### config.mk
export PLATFORM = sky130hd
export DESIGN_NAME = sar_host_end_flat
export DESIGN_NICKNAME = d
export VERILOG_FILES = /design/src/logic/sar_pkg.sv /design/src/logic/sar_link_if.sv /design/src/logic/sar_host_end.sv /design/src/flat_wrapper.sv
export VERILOG_INCLUDE_DIRS = /design/src /design/src/logic
export SDC_FILE = /design/constraint.sdc
export NUM_CORES = 1
export LEC_CHECK = 0
export BUFFER_PORTS_ARGS = -buffer_cell sky130_fd_sc_hd__buf_2
export CAP_MARGIN = 20
export CORE_ASPECT_RATIO = 1.5
export CORE_UTILIZATION = 58
export CTS_CLUSTER_DIAMETER = 50
export DETAILED_ROUTE_END_ITERATION = 8
export PLACE_DENSITY = 0.79
export SLEW_MARGIN = 20
export SYNTH_ARGS = -nofsm -noshare
export SYNTH_HDL_FRONTEND = slang
export SYNTH_SLANG_ARGS = --single-unit
### constraint.sdc
create_clock -name core_clk -period 5.4 [get_ports core_clk]
set_input_delay 1.62 -clock core_clk [delete_from_list [all_inputs] [get_ports core_clk]]
set_output_delay 1.62 -clock core_clk [all_outputs]
set_load 0.01 [all_outputs]
### src/logic/sar_consts.svh
// timing counts, register offsets and field positions for the sar link
`ifndef SAR_CONSTS_SVH
`define SAR_CONSTS_SVH
`define SAR_CLK_PERIOD_NS 4
`define SAR_CSH_NORMAL_NS 150
`define SAR_CSH_LOWPWR_NS 500
`define SAR_BUSY_RISE_PGA_NS 100
`define SAR_BUSY_RISE_BYP_NS 30
`define SAR_CONV_PGA_NS 1550
`define SAR_CONV_BYP_NS 660
`define SAR_SCK_MIN_PERIOD_NS 20
`define SAR_CYC_NRM_BYP_NS 1110
`define SAR_CYC_NRM_BYP_TAG_NS 1170
`define SAR_CYC_NRM_PGA_NS 2070
`define SAR_CYC_NRM_PGA_TAG_NS 2190
`define SAR_CYC_LP_BYP_NS 1460
`define SAR_CYC_LP_BYP_TAG_NS 1520
`define SAR_CYC_LP_PGA_NS 2420
`define SAR_CYC_LP_PGA_TAG_NS 2540
`define SAR_CSH_NORMAL_CYC \
  ((`SAR_CSH_NORMAL_NS + `SAR_CLK_PERIOD_NS - 1) / `SAR_CLK_PERIOD_NS)
`define SAR_CSH_LOWPWR_CYC \
  ((`SAR_CSH_LOWPWR_NS + `SAR_CLK_PERIOD_NS - 1) / `SAR_CLK_PERIOD_NS)
`define SAR_BUSY_RISE_PGA_CYC (`SAR_BUSY_RISE_PGA_NS / `SAR_CLK_PERIOD_NS)
`define SAR_BUSY_RISE_BYP_CYC (`SAR_BUSY_RISE_BYP_NS / `SAR_CLK_PERIOD_NS)
`define SAR_CONV_PGA_CYC (`SAR_CONV_PGA_NS / `SAR_CLK_PERIOD_NS)
`define SAR_CONV_BYP_CYC (`SAR_CONV_BYP_NS / `SAR_CLK_PERIOD_NS)
`define SAR_SCK_MIN_HALF_CYC \
  ((`SAR_SCK_MIN_PERIOD_NS / 2 + `SAR_CLK_PERIOD_NS - 1) / `SAR_CLK_PERIOD_NS)
`define SAR_SCK_HALF_CYC 8
`define SAR_SYNC_CYC 3
`define SAR_RESULT_BITS 14
`define SAR_TAG_BITS 6
`define SAR_FRAME_BITS 20
`define SAR_REG_CTRL 8'h00
`define SAR_REG_STATUS 8'h04
`define SAR_REG_RESULT 8'h08
`define SAR_CTRL_START 0
`define SAR_CTRL_LP 1
`define SAR_CTRL_BYP 2
`define SAR_CTRL_TAGS_LSB 3
`define SAR_CTRL_CHAN_LSB 6
`define SAR_CTRL_GAIN_LSB 9
`define SAR_STATUS_RUN 0
`define SAR_STATUS_DONE 1
`define SAR_RESULT_TAGS_LSB 16
`define SAR_CTRL_RESET 32'h00000000
`endif

### src/logic/sar_pkg.sv
// state types for both ends of the sar link
`default_nettype none
package sar_pkg;
  typedef enum logic [1:0] {DEV_IDLE, DEV_CONV, DEV_SHIFT} sar_dev_st_t;
  typedef enum logic [2:0]
  {
    HST_IDLE, HST_WAIT_HIGH, HST_START, HST_CONV, HST_LOW, HST_HIGH
  } sar_hst_st_t;
  typedef struct packed {
    logic [1:0] cs_s;
    logic [1:0] sck_s;
    logic cs_d;
    logic sck_d;
    logic [2:0] ch_s1;
    logic [2:0] ch_s2;
    logic [2:0] gn_s1;
    logic [2:0] gn_s2;
    logic [1:0] lp_s;
    logic [1:0] byp_s;
    sar_dev_st_t st;
    logic [9:0] cnt;
    logic busy;
    logic sdo;
    logic oe;
    logic [19:0] sr;
    logic [2:0] ch_new;
    logic [2:0] ch_old;
    logic [2:0] gn_new;
    logic [2:0] gn_old;
    logic [2:0] ch_use;
    logic [2:0] gn_use;
    logic warm;
    logic take;
    logic ok;
    logic [15:0] acq_cnt;
    logic [15:0] acq;
  } sar_dev_t;
  typedef struct packed {
    logic lp;
    logic byp;
    logic [2:0] tags;
    logic [2:0] ch;
    logic [2:0] gn;
    logic go;
    logic run;
    logic done;
    logic [13:0] result;
    logic [5:0] tagv;
    logic [31:0] rdata;
    logic [1:0] busy_s;
    logic [1:0] sdo_s;
    sar_hst_st_t st;
    logic [9:0] cnt;
    logic [9:0] csh_cnt;
    logic [9:0] cyc_cnt;
    logic [4:0] idx;
    logic [19:0] frame;
    logic cs_n;
    logic sck;
  } sar_hst_t;
endpackage
`default_nettype wire

### src/logic/sar_link_if.sv
// pins between the converter end and the host controller end
`timescale 1ns/1ns
`default_nettype none
interface sar_link_if;
  logic cs_n;
  logic sck;
  logic low_power_select;
  logic pga_bypass;
  logic [2:0] channel_select_bits;
  logic [2:0] gain_select_bits;
  logic busy;
  logic sdo_o;
  logic sdo_oe;
  modport dev
  (
    input cs_n, sck, low_power_select, pga_bypass,
    input channel_select_bits, gain_select_bits,
    output busy, sdo_o, sdo_oe
  );
  modport host
  (
    output cs_n, sck, low_power_select, pga_bypass,
    output channel_select_bits, gain_select_bits,
    input busy, sdo_o, sdo_oe
  );
endinterface
`default_nettype wire

### src/logic/sar_host_end.sv
// host end: paces select and serial clock, gathers result and tags
`timescale 1ns/1ns
`default_nettype none
`include "sar_consts.svh"
module sar_host_end
(
  input wire logic core_clk,
  input wire logic rst,
  input wire logic [7:0] reg_addr,
  input wire logic [31:0] reg_wdata,
  input wire logic reg_wr,
  input wire logic reg_rd,
  output logic [31:0] reg_rdata,
  sar_link_if.host link
);
  sar_pkg::sar_hst_t s;
  sar_pkg::sar_hst_t n;

  // tag requests above six are clamped; the device has no more tag bits
  function automatic logic [4:0] frame_len(input logic [2:0] tags);
    logic [2:0] t;
    t = (tags > 3'(`SAR_TAG_BITS)) ? 3'(`SAR_TAG_BITS) : tags;
    frame_len = 5'(`SAR_RESULT_BITS) + {2'h0, t};
  endfunction

  function automatic logic [9:0] high_need(input logic lp);
    high_need = lp ? 10'(`SAR_CSH_LOWPWR_CYC) : 10'(`SAR_CSH_NORMAL_CYC);
  endfunction

  // floor of the whole sample period, fall to fall, per mode and tags;
  // the bypass row with tags only covers channel tags, but six tags
  // at this serial clock rate take far longer than that floor anyway
  function automatic logic [9:0] period_need(input logic lp,
    input logic byp, input logic [2:0] tags);
    int ns;
    ns = 0;
    case ({lp, byp, tags != 3'h0})
      3'b000: ns = `SAR_CYC_NRM_PGA_NS;
      3'b001: ns = `SAR_CYC_NRM_PGA_TAG_NS;
      3'b010: ns = `SAR_CYC_NRM_BYP_NS;
      3'b011: ns = `SAR_CYC_NRM_BYP_TAG_NS;
      3'b100: ns = `SAR_CYC_LP_PGA_NS;
      3'b110: ns = `SAR_CYC_LP_BYP_NS;
      3'b111: ns = `SAR_CYC_LP_BYP_TAG_NS;
      default: ns = `SAR_CYC_LP_PGA_TAG_NS;
    endcase
    period_need = 10'((ns + `SAR_CLK_PERIOD_NS - 1) / `SAR_CLK_PERIOD_NS);
  endfunction

  always_comb
  begin
    logic [4:0] pos;
    pos = 5'h0;
    n = s;
    n.rdata = 32'h0;
    n.busy_s = {s.busy_s[0], link.busy};
    n.sdo_s = {s.sdo_s[0], link.sdo_o};
    if (s.cs_n && s.csh_cnt != 10'h3ff)
      n.csh_cnt = s.csh_cnt + 10'h1;
    if (!s.cs_n)
      n.csh_cnt = 10'h0;
    // saturates so a long idle never wraps into a short period
    if (s.cyc_cnt != 10'h3ff)
      n.cyc_cnt = s.cyc_cnt + 10'h1;
    if (reg_rd)
    begin
      case (reg_addr)
        `SAR_REG_CTRL:
          n.rdata = {20'h0, s.gn, s.ch, s.tags, s.byp, s.lp, 1'b0};
        `SAR_REG_STATUS:
          n.rdata = {30'h0, s.done, s.run};
        `SAR_REG_RESULT:
          n.rdata = {10'h0, s.tagv, 2'h0, s.result};
        default:
          n.rdata = 32'h0;
      endcase
    end
    if (reg_wr && reg_addr == `SAR_REG_CTRL)
    begin
      n.lp = reg_wdata[`SAR_CTRL_LP];
      n.byp = reg_wdata[`SAR_CTRL_BYP];
      n.tags = reg_wdata[`SAR_CTRL_TAGS_LSB +: 3];
      n.ch = reg_wdata[`SAR_CTRL_CHAN_LSB +: 3];
      n.gn = reg_wdata[`SAR_CTRL_GAIN_LSB +: 3];
      if (reg_wdata[`SAR_CTRL_START])
        n.go = 1'b1;
    end
    if (reg_wr && reg_addr == `SAR_REG_STATUS &&
        reg_wdata[`SAR_STATUS_DONE])
      n.done = 1'b0;
    case (s.st)
      sar_pkg::HST_WAIT_HIGH:
      begin
        if (s.csh_cnt >= high_need(s.lp) &&
            s.cyc_cnt >= period_need(s.lp, s.byp, s.tags))
        begin
          n.cyc_cnt = 10'h0;
          n.cs_n = 1'b0;
          n.run = 1'b1;
          n.frame = 20'h0;
          n.st = sar_pkg::HST_START;
        end
      end
      sar_pkg::HST_START:
      begin
        if (s.busy_s[1])
          n.st = sar_pkg::HST_CONV;
      end
      sar_pkg::HST_CONV:
      begin
        // clock stays low until busy falls
        if (!s.busy_s[1])
        begin
          n.idx = 5'h0;
          n.cnt = 10'(`SAR_SCK_HALF_CYC);
          n.st = sar_pkg::HST_LOW;
        end
      end
      sar_pkg::HST_LOW:
      begin
        n.cnt = s.cnt - 10'h1;
        if (s.cnt == 10'h1)
        begin
          // bit taken before the next rise
          pos = 5'(`SAR_FRAME_BITS - 1) - s.idx;
          n.frame[pos] = s.sdo_s[1];
          n.sck = 1'b1;
          n.cnt = 10'(`SAR_SCK_HALF_CYC);
          n.st = sar_pkg::HST_HIGH;
        end
      end
      sar_pkg::HST_HIGH:
      begin
        n.cnt = s.cnt - 10'h1;
        if (s.cnt == 10'h1)
        begin
          n.sck = 1'b0;
          n.idx = s.idx + 5'h1;
          n.cnt = 10'(`SAR_SCK_HALF_CYC);
          n.st = sar_pkg::HST_LOW;
          if (s.idx + 5'h1 == frame_len(s.tags))
          begin
            n.cs_n = 1'b1;
            n.run = 1'b0;
            n.done = 1'b1;
            n.result = s.frame[19:6];
            n.tagv = s.frame[5:0];
            n.st = sar_pkg::HST_IDLE;
          end
        end
      end
      default:
      begin
        // pending start opens the next sample
        if (s.go)
        begin
          n.go = 1'b0;
          n.st = sar_pkg::HST_WAIT_HIGH;
        end
      end
    endcase
  end

  always_ff @(posedge core_clk or posedge rst)
  begin
    if (rst)
    begin
      s <= '0;
      s.cs_n <= 1'b1;
      s.cyc_cnt <= 10'h3ff;
      s.st <= sar_pkg::HST_IDLE;
    end
    else
      s <= n;
  end

  assign reg_rdata = s.rdata;
  assign link.cs_n = s.cs_n;
  assign link.sck = s.sck;
  assign link.low_power_select = s.lp;
  assign link.pga_bypass = s.byp;
  // selects held from the control register
  assign link.channel_select_bits = s.ch;
  assign link.gain_select_bits = s.gn;
endmodule
`default_nettype wire

### src/flat_wrapper.sv
// flat-port wrapper written by rule: the top's interface ports become plain ports
module sar_host_end_flat 
  (core_clk, rst, reg_addr, reg_wdata, reg_wr, reg_rd, reg_rdata, link_cs_n, link_sck, link_low_power_select, link_pga_bypass, link_channel_select_bits, link_gain_select_bits, link_busy, link_sdo_o, link_sdo_oe);
  sar_link_if link_i ();
  input wire logic core_clk;
  input wire logic rst;
  input wire logic [7:0] reg_addr;
  input wire logic [31:0] reg_wdata;
  input wire logic reg_wr;
  input wire logic reg_rd;
  output logic [31:0] reg_rdata;
  output wire logic [$bits(link_i.cs_n)-1:0] link_cs_n;
  output wire logic [$bits(link_i.sck)-1:0] link_sck;
  output wire logic [$bits(link_i.low_power_select)-1:0] link_low_power_select;
  output wire logic [$bits(link_i.pga_bypass)-1:0] link_pga_bypass;
  output wire logic [$bits(link_i.channel_select_bits)-1:0] link_channel_select_bits;
  output wire logic [$bits(link_i.gain_select_bits)-1:0] link_gain_select_bits;
  input wire logic [$bits(link_i.busy)-1:0] link_busy;
  input wire logic [$bits(link_i.sdo_o)-1:0] link_sdo_o;
  input wire logic [$bits(link_i.sdo_oe)-1:0] link_sdo_oe;
  assign link_cs_n = link_i.cs_n;
  assign link_sck = link_i.sck;
  assign link_low_power_select = link_i.low_power_select;
  assign link_pga_bypass = link_i.pga_bypass;
  assign link_channel_select_bits = link_i.channel_select_bits;
  assign link_gain_select_bits = link_i.gain_select_bits;
  assign link_i.busy = link_busy;
  assign link_i.sdo_o = link_sdo_o;
  assign link_i.sdo_oe = link_sdo_oe;
  sar_host_end u_core (.core_clk(core_clk), .rst(rst), .reg_addr(reg_addr), .reg_wdata(reg_wdata), .reg_wr(reg_wr), .reg_rd(reg_rd), .reg_rdata(reg_rdata), .link(link_i));
endmodule
Yosys cells after proc, flatten, opt, wreduce, memory -nomap -nowiden
Cells that the tools add are included.

cells by class
  bitwise logic cells = 1
  mux-type cells = 44
  magnitude comparators = 5
  add/sub/neg operators = 9
  equal/unequal tests = 24
  reductions and logical operators = 24

operators by type and width
  operator                                                                number
  12-bit case mux with 7 select lines                                     1
  22-bit case mux with 3 select lines                                     1
  32-bit two-way mux                                                      2
  10-bit two-way mux                                                      5
  22-bit two-way mux                                                      2
  21-bit two-way mux                                                      2
  20-bit case mux with 2 select lines                                     1
  13-bit two-way mux                                                      3
  32-bit by 4-bit adder with 32-bit output, second input constant         1
  32-bit by 2-bit subtractor with 32-bit output, second input constant    1
  10-bit case mux with 3 select lines                                     1
  10-bit by 1-bit adder with 10-bit output, second input constant         2
  20-bit bitwise mux                                                      1
  10-bit greater-or-equal comparator                                      2
  20-bit two-way mux                                                      1
  10-bit != test, second input constant                                   2
  3-bit equality test, second input constant                              5
  3-bit two-way mux                                                       5
  3-bit case mux with 5 select lines                                      1
  3-bit by 2-bit equality test with 1-bit output, second input constant   4
  3-bit AND reduction                                                     4
  10-bit by 1-bit adder with 10-bit output                                1
  10-bit by 1-bit equality test with 1-bit output, second input constant  1
  5-bit two-way mux                                                       2
  31 further kinds                                                        56

word-level totals
  bits in registers = 130
  bits of input ports = 47

Logic depth before layout (Yosys ltp)
Gate-level depths: netlist (run 1).

  depth in word-level cells = 13
  mapped depth = 11
  depth with buffers taken out = 10

Least setup slack after synthesis (run 1)
OpenSTA, ideal clock, no wires.

  path kind = input to register
  start = input reg_addr[1]
  end = register u_core.s (netlist bit u_core.link.low_power_select)
  cell stages on the path = 5
  slack = 2.445 ns
  data arrival time = 2.823 ns
  library setup time = 0.132 ns
  path through = nor4_1 > nand4b_1 > nor2_1 > clkbuf_1 > o21ai_0

on the way
  longest elaborated chain between the ends = 2

ends and longest elaborated chain
  what                                RTL line             text
  from (decl)                         flat_wrapper.sv:7    input wire logic [7:0] reg_addr;
  8-bit zero test (no source line)    --
  1-bit logical AND (no source line)  --
  to (signal assigned)                sar_host_end.sv:174  s <= n;
  to (decl)                           sar_host_end.sv:16   sar_pkg::sar_hst_t s;

Every way passes these cells.
A chain may end at the register's enable or synchronous reset.

Worst setup path in the final report (run 1)
  start = register u_core.s[126] (netlist bit)
  end = register u_core.s[58] (netlist bit)

on the way
  longest elaborated chain between the ends = 13

ends and longest elaborated chain
  what                                                         RTL line            text
  3-bit nonzero test *                                         sar_host_end.sv:37  case ({lp, byp, tags != 3'h0})
  3-bit equality test, or another cell as far along            sar_host_end.sv:37
  12-bit case mux with 7 select lines *                        sar_host_end.sv:37
  32-bit two-way mux *                                         sar_host_end.sv:91  case (s.st)
  32-bit by 4-bit adder with 32-bit output (no source line) *  --
  32-bit by 2-bit subtractor with 32-bit output *              sar_host_end.sv:47  period_need = 10'((ns + `SAR_CLK_PERIOD_NS - 1) / `SAR_CLK_PERIOD_NS);
  2-bit OR reduction (no source line)                          --
  1-bit AND (no source line)                                   --
  10-bit by 1-bit adder with 10-bit output (no source line) *  --
  10-bit greater-or-equal comparator *                         sar_host_end.sv:95  s.cyc_cnt >= period_need(s.lp, s.byp, s.tags))
  1-bit logical AND *                                          sar_host_end.sv:94  if (s.csh_cnt >= high_need(s.lp) &&
  2-bit by 1-bit != test with 1-bit output (no source line) *  --
  6-bit AND reduction (no source line) *                       --

Mark *: on every way between the ends. The rest lies on a longest branch, timed or not. The select of a mux whose other input is x is not followed.

==> impl_results.md, run 1 <==
* Met2 Routed Length at 6.27 mm
* Peak supply drop at around 0.24 mV
* Max-slew violation count at 0
* Wl on met1 at 5.26 mm
* Relative slew slack at 31.2%
* Crit path required time at 5690 ps
* TritonCTS clock tree: done
* Outcome: completed
* Grt ovf at 0
* # setup viols final at 0
* Worst hold path type: reg2reg
* Maximum number of pins on one net before global-route repair at 50
* WL/cell at 15.6 um
* CTS max path bufs at 2
* Setup crit end kind: flop
* All-Layer GR Usage at 24.0%
* Commonest register cell after synthesis: dfrtp_1
* Critical path data arrival time at 3550 ps
* Pleak at roughly 3.5 nW
* Mux cell area share after synthesis at 7.90%
* Post-Synth XOR/XNOR Area at 3.48%
* Post CTS Setup Buffer Count at 0
* # H-tree levels at 4
* Register area at 2970 sq um
* DRT iter0 DRCs at about 390
* Post-synthesis adder-cell area fraction at 5.57%
* Post-Route WL at approximately 12 mm
* Vias per cell at between 5 and 6
* Area Overhead vs Synth at 11.8%
* Design area at ~7000 sq um
* Clk sink count at about 120
* First-pass GRT wire length at 20.6 mm
* Fmax achieved at 0.307 GHz
* TritonCTS buffer count at 17
* Maxcap violations at 0
* Max Used Layer: met4
* Overall Power at 2.31 mW
* Count of cell types in the netlist at 64
* Drt drc at 0
* Async SR Flop Fraction at 100%
* Register area share after synthesis at 47.2%
* Most frequent cells in the layout: 107 x dfrtp_1, 55 x buf_2, 49 x nand2_1
* Total negative setup slack at 0 ps
* Gate Count Post-Synth at slightly above 600
* Tcrit/Tclk final at about three fifths
* Die ar. at about 11000 sq um
* Pwr/cell area at roughly 330 nW/um^2
* Yosys warnings at 0
* Commonest non-fill, non-tap cell in the layout: dfrtp_1
* Complex-gate fraction of the synthesized area at about 12%
* Multi-input gate area at 2890 sq um
* Post-synthesis simple-gate area fraction at 15.8%
* Clk_skew at approximately 5.8 ps
* Number of global-route vias before repair at 4379
* Post-synthesis register bit count at ~120
* EDFF count, synth at 0
* Kind of critical path: reg2reg
* Die Y-Extent at 130 um
* Metal3 WL at 521 um
* RSZ-0062 raised after global routing: no
* Worst-Margin Slew at 1020 ps
* CTS Root Cell: clkbuf_16
* CP max FO at 23
* DP Area at 6420 sq um
* Nets at 711
* GPL Wtd Cong at 0.843
* Die Width at 87.0 um
* CP Launch Type: flop
* Tmin final at 3250 ps
* # resized after CTS at 0
* Initial antenna violation count at 0
* Clock Latency Late Sink at 410 ps
* Clock-pin slew on the worst setup and hold paths at 50 ps
* Initial Utilization at 59.4%
* Final hold violation count at 0
* Largest family of logic cells by synthesized area: simple AND/OR/NAND/NOR gates
* Core area at 10600 sq um
* Mean Syn Cell Area at 10.3 sq um
* Top Ports at between 80 and 90
* First-pass DRT Iterations at 5
* Rows at between 40 and 50
* Fraction of layout cells with a size suffix above 1 at 21.0%
* Post-CTS Hold Buffers at 0
* Number of diodes at 0
* Vias at 4513
* Routed Antenna Nets at 0
* Post-Syn Area at 6290 sq um
* Hpwl dp at 8.37 mm
* IO Port Bufs at 55
* Final-layout fill cell count at 812
critical path: stages (launching register included):
cell and delay [ps]:
dfrtp_1 480, nor2_1 90, nand2_1 90, nand2_1 60, ha_1 310, ha_1 280, nand2b_1 140, a21o_1 180
a2111oi_0 670, nor4_2 250, buf_4 290, a311o_1 280
routing by layer:
metal	vias to the layer above	track usage [%]
li1	2154	-
met1	2188	28.9
met4	0	11.7
met3	35	5.35
met2	136	40.6
met5	-	0
logic make-up (layout without fill, tap and decap cells):
family | count (synthesis) | after routing
buf+inv | 86 | 112
flops | 118 | 118
compound gates | 125 | 125
xor+xnor | 25 | 25
fa+ha+maj | 28 | 28
simple gates | 188 | 188
mux | 40 | 40
other cells | 2 | 13
cells in the mapped netlist, types with 7 or more instances:
cell type / n / area [sq um]
xor2_1: 12 / 105
dfrtp_1: 107 / 2680
o21ai_0: 39 / 195
and2_1: 12 / 75.1
nand4_1: 7 / 43.8
nand2_1: 49 / 184
nor2_1: 38 / 143
ha_1: 28 / 350
nor3_1: 15 / 75.1
buf_4: 38 / 285
nand2b_1: 9 / 56.3
inv_1: 21 / 78.8
mux2_2: 9 / 101
mux2_4: 17 / 255
nand3_1: 11 / 55.1
xnor2_1: 13 / 114
a22oi_1: 20 / 150
clkbuf_1: 23 / 86.3
a21oi_1: 36 / 180
and3_1: 13 / 81.3
mux2i_1: 14 / 140
dfstp_2: 11 / 289
path summary, 6_finish.rpt:
kind	slack, ps	cells past startpoint	to	startpoint
min in group asynchronous	1290	2	u_core.reg_rdata[3]$_DFF_PP0_	rst
hold / removal	360	0	u_core.s[63]$_DFF_PP0_	u_core.n[63]$_DFF_PP0_
setup reg to reg	2150	11	u_core.s[58]$_DFFE_PP0P_	u_core.s[126]$_DFFE_PP0P_
max in group asynchronous	3150	3	u_core.s[8]$_DFFE_PP0P_	rst
hold reg to reg	360	0	u_core.s[63]$_DFF_PP0_	u_core.n[63]$_DFF_PP0_
setup / recovery	2150	11	u_core.s[58]$_DFFE_PP0P_	u_core.s[126]$_DFFE_PP0P_
cell type report:
| type | count | share of cell area (%) |
|---|---|---|
| flip-flops and latches | 118 | 42.2 |
| multi-input cells | 419 | 41.1 |
| clock buffers | 21 | 6.55 |
| repair buffers | 59 | 4.34 |
| well taps | 144 | 2.56 |
| clock inverters | 11 | 2.12 |
| inverters | 21 | 1.16 |
state kept, by name (all words and copies together), names as in the netlist:
| register | count |
|---|---|
| u_core.link.channel_select_bits | 3 |
| u_core.link.cs_n | 1 |
| u_core.link.gain_select_bits | 3 |
| u_core.link.low_power_select | 1 |
| u_core.link.pga_bypass | 1 |
| u_core.link.sck | 1 |
| u_core.n | 2 |
| u_core.reg_rdata | 20 |
| u_core.s | 86 |
through the flow:
step	util, %	instances	hold slack (ps)	worst slack (ps)
2_1_floorplan	-	623	331	669
3_3_place_gp	60.6	761	336	2050
3_5_place_dp	60.6	761	347	1940
4_1_cts	66.4	793	358	2130
5_1_grt	66.4	793	369	1870
6_report	66.4	793	355	2150
report_power, final:
part | total [mW] | switching [mW] | internal [mW]
logic | 0.182 | 0.107 | 0.0746
registers | 0.977 | 0.0486 | 0.929
clock network | 1.15 | 0.403 | 0.750
total | 2.31 | 0.559 | 1.75
Power figures use the tool's default switching activity.
==> run 2, diff against run 1 <==
--- a/config.mk
+++ b/config.mk
@@ -6,13 +6,14 @@
 export SDC_FILE = /design/constraint.sdc
 export NUM_CORES = 1
 export LEC_CHECK = 0
+export ABC_AREA = 1
 export BUFFER_PORTS_ARGS = -buffer_cell sky130_fd_sc_hd__buf_2
 export CAP_MARGIN = 20
 export CORE_ASPECT_RATIO = 1.5
-export CORE_UTILIZATION = 58
+export CORE_UTILIZATION = 53
 export CTS_CLUSTER_DIAMETER = 50
 export DETAILED_ROUTE_END_ITERATION = 8
-export PLACE_DENSITY = 0.79
+export PLACE_DENSITY = 0.75
 export SLEW_MARGIN = 20
 export SYNTH_ARGS = -nofsm -noshare
 export SYNTH_HDL_FRONTEND = slang
==> constraint.sdc (replaced) <==
create_clock -name core_clk -period 2.74 [get_ports core_clk]
set_input_delay 0.822 -clock core_clk [delete_from_list [all_inputs] [get_ports core_clk]]
set_output_delay 0.822 -clock core_clk [all_outputs]
set_load 0.01 [all_outputs]
==> run 2 against run 1 <==
Wire length increased by 12%. Sequential power rose by 100%. Worst hold slack worse by 6.4 ps. Largest cell class is now multi-input combinational cells. Largest power group unchanged. Area after synthesis is 9.2% higher. Critical path type unchanged. Synthesized cell count rose by 43%. Worst setup slack worse by 2000 ps. Die area grew 19%.
==> impl_results.md, run 2 <==
* Overall Power at 5.20 mW (+130%)
* CTS Root Cell: clkbuf_16
* First-pass DRT Iterations at 6 (+1)
* EDFF count, synth at 0 (unchanged)
* Final hold violation count at 0 (unchanged)
* Synth area leaders: dfrtp_1 39%, nand2_1 14%, inv_1 6.2%
* Multi-input gate area at 3020 sq um (+4.4%)
* Yosys warnings at 0 (unchanged)
* Routed Antenna Nets at 0 (unchanged)
* Clock Latency Late Sink at 410 ps (about the same)
* Top Ports at 89 (unchanged)
* Rows at 50 (+8.7%)
* Most flops, register: u_core.s
* Post-Route WL at 14.0 mm (+12%)
* Synth top area share at 39.0% (-3.6 points)
* Hpwl dp at 9.94 mm (+19%)
* Pwr/cell area at 679 nW/um^2 (+110%)
* # H-tree levels at 4 (unchanged)
* Finished Layout Cells at 1078 (+36%)
* Register area at 2970 sq um (unchanged)
* Initial antenna violation count at 0 (unchanged)
* Number of global-route vias before repair at 5177 (+18%)
* Max-slew violation count at 0 (unchanged)
* Setup crit end kind: flop
* Crit path required time at 3030 ps (-2660 ps)
* Peak supply drop at 0.432 mV (+76%)
* GPL Wtd Cong at 0.879 (+4.3%)
* Worst hold path type: reg2reg
* All-Layer GR Usage at 22.2% (-1.8 points)
* Final-layout fill cell count at 1096 (+35%)
* Post CTS Setup Buffer Count at 0 (unchanged)
* Area Overhead vs Synth at 11.7%
* Largest area contributor in the netlist: dfrtp_1
* Worst-Margin Slew at 613 ps (-411 ps)
* DRT iter0 DRCs at 227 (-41%)
* Die Width at 94.9 um (+9.1%)
* Most numerous cell in the Yosys netlist: nand2_1
* Vias at 5455 (+21%)
* CTS max path bufs at 2 (unchanged)
* Clock-pin slew on the worst setup and hold paths at 50 ps (about the same)
* Commonest register cell after synthesis: dfrtp_1
* First-pass GRT wire length at 23.3 mm (+13%)
* Pleak at 3.94 nW (+13%)
* Post-CTS Hold Buffers at 0 (unchanged)
* Maxcap violations at 0 (unchanged)
* Fraction of layout cells with a size suffix above 1 at 19.2% (-1.8 points)
* Initial Utilization at 54.6% (-4.8 points)
* R2R setup slack at 170 ps (-1970 ps)
* Grt ovf at 0 (unchanged)
* Wl on met1 at 5.62 mm (+6.8%)
* Die ar. at 13400 sq um (+19%)
* Gate Count Post-Synth at 876 (+43%)
* Relative slew slack at 59.1% (+28 points)
* Metal3 WL at 383 um (-26%)
* TritonCTS clock tree: done
* # setup viols final at 0 (unchanged)
* Fmax achieved at 0.390 GHz (+27%)
* Maximum number of pins on one net before global-route repair at 58 (+16%)
* Tcrit/Tclk final at 93.7% (+33 points)
* Number of diodes at 0 (unchanged)
* Inst Count DP at 1047 (+38%)
* Critical path data arrival time at 2860 ps (-690 ps)
* Commonest non-fill, non-tap cell in the layout: nand2_1
* CP max FO at 40 (+74%)
* Tmin final at 2570 ps (-688 ps)
* Max Used Layer: met4
* CP Launch Type: flop
* Commonest cells in the netlist: 263 x nand2_1, 114 x inv_1, 107 x dfrtp_1, 51 x nand3_1, 44 x nor2_1
* WL/cell at 12.9 um (-17%)
* Clk_skew at 8.58 ps (+2.81 ps)
* Met2 Routed Length at 7.63 mm (+22%)
* Nets at 985 (+39%)
* Post-layout util at 61.0% (-5.4 points)
* Clk sink count at 118 (unchanged)
* Most frequent cells in the layout: 263 x nand2_1, 113 x inv_1, 107 x dfrtp_1
* IO Port Bufs at 55 (unchanged)
* Outcome: completed
* Mean Syn Cell Area at 7.84 sq um (-24%)
* Kind of critical path: reg2reg
* Register area share after synthesis at 43.2% (-4.0 points)
* Async SR Flop Fraction at 100% (unchanged)
* Post-Syn Area at 6870 sq um (+9.2%)
* Total negative setup slack at 0 ps (unchanged)
* TritonCTS buffer count at 17 (unchanged)
* Count of cell types in the netlist at 44 (-31%)
* RSZ-0062 raised after global routing: no
* Core area at 12600 sq um (+19%)
* Vias per cell at 5.06 (-11%)
* Max reg flops at 86 (unchanged)
* Drt drc at 0 (unchanged)
* Die Y-Extent at 141 um (+9.2%)
* Post-synthesis register bit count at 118 (unchanged)
-- run 2: per-layer routing --
layer,GRT usage (%),vias to the layer above
met5,0,-
met4,9.65,0
met3,5.04,29
met2,40.2,103
met1,24.4,2541
li1,-,2782
-- run 2: cell type report --
type                    count  share of cell area, %
inverters                 126                   6.35
clock inverters             7                   1.52
flip-flops and latches    118                   38.7
clock buffers              24                   6.67
multi-input cells         582                   39.3
well taps                 156                   2.55
repair buffers             65                   4.90
-- run 2: kinds of logic (layout without fill, tap and decap cells) --
kind of cell | count (synthesis) | after routing | share of synthesized area, %
xor gates and xnor gates | 8 | 8 | 1.02
and+or+nand+nor | 444 | 444 | 28.7
AOI/OAI and AO/OA | 89 | 89 | 8.22
other | 2 | 13 | 0.109
DFF | 118 | 118 | 43.2
buffers and inverters | 187 | 222 | 13.6
adders and majority gates | 28 | 28 | 5.10
-- run 2: timing repair --
action	CTS	global route
endpoints found under the setup margin	0	20
gates resized for setup	0	1
hold endpoints to repair	0	0
-- run 2: per-stage QoR --
step                      hold slack, ps  area [sq um]  worst slack, ps
after global routing                 355          7670             6.63
after detailed placement             339          7030              208
final                                349          7670              174
after global placement               333          7030              254
after CTS                            352          7660              115
after floorplan                      331          6910              486
-- run 2: worst paths after layout --
check	startpoint	end	cells past startpoint
max in group asynchronous	rst	u_core.s[28]$_DFF_PP1_	3
hold / removal	u_core.n[63]$_DFF_PP0_	u_core.s[63]$_DFF_PP0_	0
min in group asynchronous	rst	u_core.s[41]$_DFFE_PP0P_	2
setup reg to reg	u_core.s[126]$_DFFE_PP0P_	u_core.s[18]$_DFFE_PP0P_	15
hold reg to reg	u_core.n[63]$_DFF_PP0_	u_core.s[63]$_DFF_PP0_	0
setup / recovery	u_core.s[126]$_DFFE_PP0P_	u_core.s[18]$_DFFE_PP0P_	15
-- run 2: report_power, final --
| part | switching (mW) | total [mW] | leakage [nW] | internal [mW] |
|---|---|---|---|---|
| Clock | 0.754 | 2.32 | 0.308 | 1.57 |
| Sequential | 0.107 | 1.97 | 1.55 | 1.86 |
| Combinational | 0.621 | 0.914 | 2.08 | 0.292 |
| Total | 1.48 | 5.20 | 3.94 | 3.72 |
-- run 2: critical path: stages (launching register included) --
cell	delay, ps
dfrtp_1	400
inv_1	70
nand3_1	180
nand2_1	90
ha_1	210
xor2_1	170
ha_1	300
nand2_1	50
nor2_1	90
nand3_1	80
nand4_1	160
nand3_2	170
nand2_8	220
nand2_1	110
nand2_1	90
nand2_1	50
